**config.mk**
```make
export PLATFORM = sky130hd
export DESIGN_NAME = sbc_sdram_dev_flat
export DESIGN_NICKNAME = d
export VERILOG_FILES = /design/src/sbc_pkg.sv /design/src/sbc_link_if.sv /design/src/sbc_sdram_dev.sv /design/src/flat_wrapper.sv
export SDC_FILE = /design/constraint.sdc
export NUM_CORES = 1
export LEC_CHECK = 0
export BUFFER_PORTS_ARGS = -buffer_cell sky130_fd_sc_hd__buf_4
export CAP_MARGIN = 20
export CORE_MARGIN = 2
export CORE_UTILIZATION = 59
export CTS_CLUSTER_SIZE = 14
export DETAILED_ROUTE_END_ITERATION = 16
export HOLD_SLACK_MARGIN = 0.02
export PLACE_DENSITY = 0.81
export SLEW_MARGIN = 20
export SYNTH_ARGS = -nofsm -noshare
export SYNTH_HDL_FRONTEND = slang
export SYNTH_SLANG_ARGS = --single-unit
```
**constraint.sdc**
```tcl
create_clock -name clk -period 3.19 [get_ports clk]
set_input_delay 0.4785 -clock clk [delete_from_list [all_inputs] [get_ports clk]]
set_output_delay 0.4785 -clock clk [all_outputs]
set_load 0.05 [all_outputs]
```
**src/sbc_pkg.sv**
```systemverilog
// sbc_pkg: constants, types and helpers for the bank command link
package sbc_pkg;
  localparam int CLK_PERIOD_NS = 100;
  localparam int BANK_W = 2;
  localparam int NUM_BANKS = 1 << BANK_W;
  localparam int ADDR_W = 13;
  localparam int ADDR_AP_BIT = 10;
  localparam int TIMER_W = 6;
  localparam int BURST_LEN = 4;
  localparam int PRECHARGE_PERIOD_NS = 20;
  localparam int ACTIVATE_TO_COLUMN_DELAY_NS = 20;
  localparam int REFRESH_CYCLE_TIME_NS = 66;
  localparam int SELF_REFRESH_EXIT_DELAY_NS = 75;
  localparam int MODE_LOAD_DELAY_CYC = 2;
  localparam logic CKE_RESET = 1'b1;

  // least times round up, never below one cycle
  function automatic int ns_to_cyc(input int ns);
    int c;
    c = (ns + CLK_PERIOD_NS - 1) / CLK_PERIOD_NS;
    return (c < 1) ? 1 : c;
  endfunction : ns_to_cyc

  localparam int PRECHARGE_PERIOD_CYC = ns_to_cyc(PRECHARGE_PERIOD_NS);
  localparam int ACTIVATE_TO_COLUMN_DELAY_CYC =
    ns_to_cyc(ACTIVATE_TO_COLUMN_DELAY_NS);
  localparam int REFRESH_CYCLE_TIME_CYC = ns_to_cyc(REFRESH_CYCLE_TIME_NS);
  localparam int SELF_REFRESH_EXIT_DELAY_CYC =
    ns_to_cyc(SELF_REFRESH_EXIT_DELAY_NS);

  // command codes equal the {row, column, write} strobe levels
  typedef enum logic [2:0] {
    CMD_MODE = 3'h0,
    CMD_REFRESH = 3'h1,
    CMD_PRE = 3'h2,
    CMD_ACTIVE = 3'h3,
    CMD_WRITE = 3'h4,
    CMD_READ = 3'h5,
    CMD_BST = 3'h6,
    CMD_NOP = 3'h7
  } sbc_cmd_t;

  typedef enum logic [2:0] {
    BS_IDLE = 3'h0,
    BS_ACTIVATING = 3'h1,
    BS_ACTIVE = 3'h3,
    BS_READ = 3'h2,
    BS_WRITE = 3'h6,
    BS_READ_AP = 3'h7,
    BS_WRITE_AP = 3'h5,
    BS_PRECHARGING = 3'h4
  } sbc_bank_state_t;

  typedef enum logic [1:0] {
    DS_NORMAL = 2'h0,
    DS_REFRESH = 2'h1,
    DS_MODE = 2'h3
  } sbc_dev_state_t;

  function automatic logic col_ok(input sbc_bank_state_t s);
    return s == BS_ACTIVE || s == BS_READ || s == BS_WRITE;
  endfunction : col_ok

  function automatic logic pre_ok(input sbc_bank_state_t s);
    return s == BS_IDLE || col_ok(s);
  endfunction : pre_ok

  // state a bank stands in once its timer has run out
  function automatic sbc_bank_state_t settle(input sbc_bank_state_t s,
                                             input logic done);
    sbc_bank_state_t r;
    r = s;
    if (done) begin
      unique case (s)
        BS_ACTIVATING, BS_READ, BS_WRITE: r = BS_ACTIVE;
        BS_READ_AP, BS_WRITE_AP, BS_PRECHARGING: r = BS_IDLE;
        BS_IDLE, BS_ACTIVE: r = s;
      endcase
    end
    return r;
  endfunction : settle
endpackage : sbc_pkg

```
**src/sbc_link_if.sv**
```systemverilog
// sbc_link_if: command pins between memory controller and device
interface sbc_link_if;
  logic cke;
  logic csN;
  logic rasN;
  logic casN;
  logic weN;
  logic [sbc_pkg::BANK_W-1:0] bankSel;
  logic [sbc_pkg::ADDR_W-1:0] addr;
  modport ctrl (output cke, csN, rasN, casN, weN, bankSel, addr);
  modport dev (input cke, csN, rasN, casN, weN, bankSel, addr);
endinterface : sbc_link_if

```
**src/sbc_sdram_dev.sv**
```systemverilog
// sbc_sdram_dev: per-bank command decode and state of the memory device
module sbc_sdram_dev #(
  parameter int BURST_LEN = sbc_pkg::BURST_LEN
) (
  // clock and reset
  input wire logic clk,
  input wire logic reset_n,
  // command pins
  sbc_link_if.dev link,
  // state for the user side
  output sbc_pkg::sbc_bank_state_t bankState [sbc_pkg::NUM_BANKS],
  output sbc_pkg::sbc_dev_state_t devState,
  output logic cmdIllegal,
  output logic [sbc_pkg::ADDR_W-1:0] modeWord,
  output logic [sbc_pkg::BANK_W-1:0] lastBurstBank
);
  localparam int NB = sbc_pkg::NUM_BANKS;
  localparam int BW = sbc_pkg::BANK_W;
  localparam int TW = sbc_pkg::TIMER_W;
  localparam logic [TW-1:0] LOAD_RCD =
    TW'(sbc_pkg::ACTIVATE_TO_COLUMN_DELAY_CYC - 1);
  localparam logic [TW-1:0] LOAD_RP =
    TW'(sbc_pkg::PRECHARGE_PERIOD_CYC - 1);
  localparam logic [TW-1:0] LOAD_BURST = TW'(BURST_LEN - 1);
  localparam logic [TW-1:0] LOAD_AP =
    TW'(BURST_LEN + sbc_pkg::PRECHARGE_PERIOD_CYC - 1);
  localparam logic [TW-1:0] LOAD_RFC =
    TW'(sbc_pkg::REFRESH_CYCLE_TIME_CYC - 1);
  localparam logic [TW-1:0] LOAD_MRD =
    TW'(sbc_pkg::MODE_LOAD_DELAY_CYC - 1);
  localparam logic [TW-1:0] LOAD_XSR =
    TW'(sbc_pkg::SELF_REFRESH_EXIT_DELAY_CYC - 1);

  ////////////////////////////////////////////////////////////////////////////
  // command decode

  logic ckePrev;
  logic selfRefresh;
  logic [TW-1:0] exitTimer;
  logic [TW-1:0] devTimer;
  sbc_pkg::sbc_dev_state_t curDev;
  sbc_pkg::sbc_dev_state_t next_devState;
  logic [TW-1:0] next_devTimer;
  sbc_pkg::sbc_bank_state_t curState [NB];
  wire [NB-1:0] idleVec;
  wire [NB-1:0] preOkVec;
  logic next_illegal;

  wire decodeEn = ckePrev && link.cke && !selfRefresh &&
                  exitTimer == '0;
  wire cmdTaken = decodeEn && !link.csN;
  wire sbc_pkg::sbc_cmd_t raw =
    sbc_pkg::sbc_cmd_t'({link.rasN, link.casN, link.weN});
  wire devNormal = curDev == sbc_pkg::DS_NORMAL;
  // nothing executes while the whole device is busy
  wire sbc_pkg::sbc_cmd_t cmd =
    (cmdTaken && devNormal) ? raw : sbc_pkg::CMD_NOP;
  wire apBit = link.addr[sbc_pkg::ADDR_AP_BIT];
  wire allIdle = &idleVec;
  wire sbc_pkg::sbc_bank_state_t selCur = curState[link.bankSel];
  wire sbc_pkg::sbc_bank_state_t lastCur = curState[lastBurstBank];
  wire colCmd = cmd == sbc_pkg::CMD_READ || cmd == sbc_pkg::CMD_WRITE;
  wire colTaken = colCmd && sbc_pkg::col_ok(selCur);
  wire srEnter = ckePrev && !link.cke && !link.csN && devNormal &&
                 raw == sbc_pkg::CMD_REFRESH && allIdle;

  ////////////////////////////////////////////////////////////////////////////
  // per-bank state

  for (genvar b = 0; b < NB; b++) begin : g_bank
    logic [TW-1:0] timer;
    sbc_pkg::sbc_bank_state_t next_state;
    logic [TW-1:0] next_timer;
    wire sel = link.bankSel == BW'(b);
    wire tDone = timer == '0;
    wire sbc_pkg::sbc_bank_state_t cur =
      sbc_pkg::settle(bankState[b], tDone);
    wire preHit = cmd == sbc_pkg::CMD_PRE && (apBit || sel);
    wire colHit = colCmd && sel;
    wire stopHit = cmd == sbc_pkg::CMD_BST && lastBurstBank == BW'(b);

    assign curState[b] = cur;
    assign idleVec[b] = cur == sbc_pkg::BS_IDLE;
    assign preOkVec[b] = sbc_pkg::pre_ok(cur);

    // one counter per bank covers activate, burst and precharge
    always_comb begin
      next_state = cur;
      next_timer = tDone ? '0 : timer - 1'b1;
      unique case (cur)
        sbc_pkg::BS_IDLE: begin
          if (preHit && apBit && (&preOkVec)) begin
            next_state = sbc_pkg::BS_PRECHARGING;
            next_timer = LOAD_RP;
          end else if (cmd == sbc_pkg::CMD_ACTIVE && sel) begin
            next_state = sbc_pkg::BS_ACTIVATING;
            next_timer = LOAD_RCD;
          end
        end
        sbc_pkg::BS_ACTIVE, sbc_pkg::BS_READ, sbc_pkg::BS_WRITE: begin
          if (preHit && (!apBit || (&preOkVec))) begin
            next_state = sbc_pkg::BS_PRECHARGING;
            next_timer = LOAD_RP;
          end else if (colHit) begin
            if (cmd == sbc_pkg::CMD_READ) begin
              next_state = apBit ? sbc_pkg::BS_READ_AP
                                 : sbc_pkg::BS_READ;
            end else begin
              next_state = apBit ? sbc_pkg::BS_WRITE_AP
                                 : sbc_pkg::BS_WRITE;
            end
            next_timer = apBit ? LOAD_AP : LOAD_BURST;
          end else if (stopHit && cur != sbc_pkg::BS_ACTIVE) begin
            next_state = sbc_pkg::BS_ACTIVE;
            next_timer = '0;
          end
        end
        // busy banks ride out their timer untouched
        sbc_pkg::BS_ACTIVATING, sbc_pkg::BS_PRECHARGING,
        sbc_pkg::BS_READ_AP, sbc_pkg::BS_WRITE_AP: begin
          next_state = cur;
        end
      endcase
    end

    always_ff @(posedge clk or negedge reset_n) begin
      if (!reset_n) begin
        bankState[b] <= sbc_pkg::BS_IDLE;
        timer <= '0;
      end else begin
        bankState[b] <= next_state;
        timer <= next_timer;
      end
    end
  end

  ////////////////////////////////////////////////////////////////////////////
  // device-wide state

  assign curDev = (devTimer == '0) ? sbc_pkg::DS_NORMAL : devState;

  always_comb begin
    next_devState = curDev;
    next_devTimer = (devTimer == '0) ? '0 : devTimer - 1'b1;
    unique case (devState)
      sbc_pkg::DS_NORMAL, sbc_pkg::DS_REFRESH, sbc_pkg::DS_MODE: begin
        if (cmd == sbc_pkg::CMD_REFRESH && allIdle) begin
          next_devState = sbc_pkg::DS_REFRESH;
          next_devTimer = LOAD_RFC;
        end else if (cmd == sbc_pkg::CMD_MODE && allIdle) begin
          next_devState = sbc_pkg::DS_MODE;
          next_devTimer = LOAD_MRD;
        end
      end
      default: begin
        next_devState = sbc_pkg::DS_NORMAL;
        next_devTimer = '0;
      end
    endcase
  end

  // flags any command the current states do not support
  always_comb begin
    unique case (raw)
      sbc_pkg::CMD_NOP: next_illegal = 1'b0;
      sbc_pkg::CMD_ACTIVE: next_illegal = selCur != sbc_pkg::BS_IDLE;
      sbc_pkg::CMD_READ, sbc_pkg::CMD_WRITE:
        next_illegal = !sbc_pkg::col_ok(selCur);
      sbc_pkg::CMD_PRE:
        next_illegal = apBit ? !(&preOkVec) : !sbc_pkg::pre_ok(selCur);
      sbc_pkg::CMD_BST:
        next_illegal = !(lastCur == sbc_pkg::BS_READ ||
                         lastCur == sbc_pkg::BS_WRITE);
      sbc_pkg::CMD_REFRESH, sbc_pkg::CMD_MODE: next_illegal = !allIdle;
    endcase
    if (!devNormal && raw != sbc_pkg::CMD_NOP) begin
      next_illegal = 1'b1;
    end
  end

  always_ff @(posedge clk or negedge reset_n) begin
    if (!reset_n) begin
      devState <= sbc_pkg::DS_NORMAL;
      devTimer <= '0;
      cmdIllegal <= 1'b0;
    end else begin
      devState <= next_devState;
      devTimer <= next_devTimer;
      cmdIllegal <= cmdTaken && next_illegal;
    end
  end

  always_ff @(posedge clk or negedge reset_n) begin
    if (!reset_n) begin
      modeWord <= '0;
      lastBurstBank <= '0;
    end else begin
      if (cmd == sbc_pkg::CMD_MODE && allIdle) begin
        modeWord <= link.addr;
      end
      if (colTaken) begin
        lastBurstBank <= link.bankSel;
      end
    end
  end

  ////////////////////////////////////////////////////////////////////////////
  // clock enable history and self refresh exit

  // any edge with enable low on either side is not decoded, except self refresh entry on a falling enable
  always_ff @(posedge clk or negedge reset_n) begin
    if (!reset_n) begin
      ckePrev <= 1'b0;
      selfRefresh <= 1'b0;
      exitTimer <= '0;
    end else begin
      ckePrev <= link.cke;
      if (srEnter) begin
        selfRefresh <= 1'b1;
      end else if (selfRefresh && link.cke) begin
        selfRefresh <= 1'b0;
        exitTimer <= LOAD_XSR;
      end else if (exitTimer != '0) begin
        exitTimer <= exitTimer - 1'b1;
      end
    end
  end
endmodule : sbc_sdram_dev
```
**src/flat_wrapper.sv**
```systemverilog
// flat-port wrapper written by rule: the top's interface ports become plain ports
module sbc_sdram_dev_flat 
#(
  parameter int BURST_LEN = sbc_pkg::BURST_LEN
)
  (clk, reset_n, bankState, devState, cmdIllegal, modeWord, lastBurstBank, link_cke, link_csN, link_rasN, link_casN, link_weN, link_bankSel, link_addr);
  sbc_link_if link_i ();
  input wire logic clk;
  input wire logic reset_n;
  output sbc_pkg::sbc_bank_state_t bankState[sbc_pkg::NUM_BANKS];
  output sbc_pkg::sbc_dev_state_t devState;
  output logic cmdIllegal;
  output logic [sbc_pkg::ADDR_W-1:0] modeWord;
  output logic [sbc_pkg::BANK_W-1:0] lastBurstBank;
  input wire logic [$bits(link_i.cke)-1:0] link_cke;
  input wire logic [$bits(link_i.csN)-1:0] link_csN;
  input wire logic [$bits(link_i.rasN)-1:0] link_rasN;
  input wire logic [$bits(link_i.casN)-1:0] link_casN;
  input wire logic [$bits(link_i.weN)-1:0] link_weN;
  input wire logic [$bits(link_i.bankSel)-1:0] link_bankSel;
  input wire logic [$bits(link_i.addr)-1:0] link_addr;
  assign link_i.cke = link_cke;
  assign link_i.csN = link_csN;
  assign link_i.rasN = link_rasN;
  assign link_i.casN = link_casN;
  assign link_i.weN = link_weN;
  assign link_i.bankSel = link_bankSel;
  assign link_i.addr = link_addr;
  sbc_sdram_dev #(.BURST_LEN(BURST_LEN)) u_core (.clk(clk), .reset_n(reset_n), .link(link_i), .bankState(bankState), .devState(devState), .cmdIllegal(cmdIllegal), .modeWord(modeWord), .lastBurstBank(lastBurstBank));
endmodule
```
==> impl_metrics.tcl <==
set metrics [dict create \
    outcome "finished, final reports clean" \
    drt_pass1_iterations 8 \
    max_stage_delay_ns 0.51 \
    synth-edff-count 0 \
    finalSetupTns_ns 0 \
    cts_tree "done" \
    cp-start-kind "flip-flop" \
    slew_headroom_pct 44.72 \
    p_sw_share_pct 42.19 \
    diodes 0 \
    die-area_um2 8593 \
    max_clock_freq_mhz 337.3 \
    drt-total-wl_mm 12.83 \
    netlist.top_cell.by_area "dfrtp_1" \
    ys_types 72 \
    crit_path_max_fanout 11 \
    ys.flop_type "dfrtp_1" \
    crit_top_cell "o21ai_1" \
    fillers 626 \
    die_height_um 92.70 \
    cp_slowest_cell "or4b_4" \
    synth_async_sr_flop_share_pct 100.0 \
    grt_pass1_vias 4369 \
    power.sequential.fraction_pct 34.3 \
    synthToLayoutAreaGrowth_pct 17.17 \
    worst_ep_required_time_ns 3.43 \
    hp-class "primary input to asynchronous set/reset pin" \
    ys_seq_area_share_pct 36.66 \
    groute.usage.overall_pct 31.92 \
    fin_nets 641 \
    p_int_w 0.001950 \
    yosys-top-cells-count "68 x dfrtp_1, 51 x nor2_1, 43 x a21oi_1, 43 x nand2_1, 34 x nor3_1" \
    critical_path_class "flip-flop to flip-flop" \
    antenna_found_initial 0 \
    netlist.area_leader.share_pct 36.66 \
    ant_nets 0 \
    syn-cell-area_um2 4642 \
    cts_buffers 9 \
    grt_max_degree 69 \
    via_per_inst 6.271 \
    final_cells 715 \
    num_io_pins 52 \
    power_frac_clock_pct 22.5 \
    maxSlewViolCount 0 \
    cts_setup_buffers 0 \
    critPathArrivalTime_ns 3.20 \
    maxCapViolCount 0 \
    setup_viol_count_final 0 \
    vdd_ir_drop_max_v 0.0005623 \
    grt_pass1_wl_mm 21.64 \
    synth.net_count 582 \
    critPathCaptureType "flip-flop" \
    portBuffers 51 \
    cts_hold_buf 0 \
    ctsLongestPathBuffers 2 \
    drive_gt1_share_pct 16.48 \
    switching_power_w 0.001423 \
    clk_pin_slew_ns 0.08 \
    dr_total_vias 4484 \
    chipWidth_um 92.70 \
    synth_cells 549 \
    hold_viol 0 \
    dr.first_iter.drc_count 381 \
    synth.most_common_cell "dfrtp_1" \
    overflow 0 \
    dp.cells 699 \
    worstSkewPairLatency_ns 0.37 \
    start_util_pct 60.38 \
    ctsHtreeMaxLevel 3 \
    wl_per_cell_um 17.94 \
    post-route-period-util_pct 92.93 \
    cts.sinks 68 \
    period_needed_ns 2.965 \
    synth_area_leaders "dfrtp_1 37%, a21oi_1 4.6%, nor2_1 4.1%" \
    hpwl_mm 9.361 \
    max_slew.worst_pin.slew_ns 0.8291 \
    crit_chain "inv_1 -> ha_1 -> or4b_4 -> o21ai_1 -> nand3_1 -> buf_4 -> o311ai_1 -> nor3_1 -> o21ai_1 -> o22ai_1" \
    p_leak_nw 2.400 \
    placementRows 32 \
    ys_seq_elements 68 \
    gp_congestion 0.9384 \
    core_area_um2 7687 \
    powerDensity_nw_per_um2 620.3 \
    ys_warn_count 0 \
    pwr-share-comb_pct 43.2 \
    skew_ns 0.01399 \
    root_buffer "clkbuf_8" \
    rsz0062_at_grt "false" \
    drc 0 \
    syn_area_per_cell_um2 8.455 \
]
==> power groups by stage <==
stage / clock (W) / combinational (W) / sequential (W)
after floorplan: 0 / 0.000941 / 0.00125
after global placement: 0 / 0.00141 / 0.00116
after detailed placement: 0 / 0.00143 / 0.00117
after CTS: 0.000770 / 0.00144 / 0.00115
after global routing: 0.000806 / 0.00163 / 0.00117
final: 0.000759 / 0.00146 / 0.00116
==> placed cells by master (no fill, tap or decap), types with 12 or more instances in the layout <==
master	instances
inv_1	30
o31ai_1	12
nand2b_1	18
nor2_1	50
buf_4	67
o21ai_0	17
nand3_1	15
nand2_1	43
mux2_1	15
dfrtp_1	68
a21oi_1	43
nor3_1	34
==> path summary, 6_finish.rpt <==
| check | startpoint | to | slack, ns | cells after the start |
|---|---|---|---|---|
| min in group clk | link_cke | u_core.ckePrev$_DFF_PN0_ | 0.31 | 1 |
| worst max-delay path | u_core.devTimer[0]$_DFF_PN0_ | u_core.g_bank[1].timer[0]$_DFF_PN0_ | 0.23 | 10 |
| worst max register to register | u_core.devTimer[0]$_DFF_PN0_ | u_core.g_bank[1].timer[0]$_DFF_PN0_ | 0.23 | 10 |
| worst min-delay path | reset_n | u_core.modeWord[11]$_DFFE_PN0P_ | 0.20 | 1 |
| max in group asynchronous | reset_n | u_core.g_bank[3].timer[4]$_DFF_PN0_ | 2.44 | 1 |
| worst min register to register | u_core.modeWord[10]$_DFFE_PN0P_ | u_core.modeWord[10]$_DFFE_PN0P_ | 0.49 | 1 |
==> per-layer routing <==
layer,track usage (%),vias up,part of all wire [%]
met5,0,-,0
li1,-,2146,-
met4,13.97,0,2.8
met2,51.03,181,47
met3,4.475,33,5.7
met1,43.50,2124,44
==> registers in the layout, summed over array words and instances (netlist names), 2 cells and up <==
name and count:
u_core.g_bank.timer 24, u_core.modeWord 13, u_core.bankState 12, u_core.devTimer 6, u_core.exitTimer 6, u_core.devState 2, u_core.lastBurstBank 2
==> cell families (layout without fill, tap and decap cells) <==
| logic type | after synthesis | in the layout | synth area share [%] |
|---|---|---|---|
| and+or+nand+nor | 228 | 228 | 26.01 |
| DFF | 68 | 68 | 36.66 |
| buffers and inverters | 51 | 115 | 4.232 |
| AOI/OAI and AO/OA | 150 | 150 | 21.40 |
| muxes | 19 | 19 | 4.501 |
| adders and majority gates | 14 | 14 | 3.612 |
| xor gates and xnor gates | 19 | 19 | 3.585 |
==> per-stage QoR <==
| stage | hold WS, ns | total power (W) | worst slack (ns) | area (µm²) | utilization (%) |
|---|---|---|---|---|---|
| floorplan | 0.1829 | 0.002194 | 0.4313 | 4642 | - |
| global placement | 0.4704 | 0.002572 | 0.2025 | 5213 | 67.81 |
| detailed placement | 0.4761 | 0.002601 | 0.1251 | 5213 | 67.81 |
| CTS | 0.2415 | 0.003365 | 0.1205 | 5423 | 70.54 |
| global route | 0.2965 | 0.003609 | 0.03713 | 5439 | 70.75 |
| finish | 0.2008 | 0.003374 | 0.2254 | 5439 | 70.75 |
==> final cells by class <==
class                           count  area (µm²)  area share [%]
Clock inverter                      5       58.81           1.081
Clock buffer                       11       151.4           2.784
Timing Repair Buffer               68       523.0           9.616
Multi-Input combinational cell    430        2760           50.75
Sequential cell                    68        1702           31.29
Inverter                           31       116.4           2.139
Tap cell                          102       127.6           2.346
==> critical path: cells and delay by family (launching register included) <==
family | cells | cell delay (ns)
and+or+nand+nor | 3 | 0.84
DFF | 1 | 0.38
adders and majority gates | 1 | 0.18
AOI/OAI and AO/OA | 4 | 1.10
buffers and inverters | 2 | 0.34
==> what timing repair did <==
action	4_1_cts	5_1_grt
endpoints found under the setup margin	0	21
endpoints found under the hold margin	0	0
gates resized for setup	0	5
Note: power is estimated with default switching activity, not from simulation.
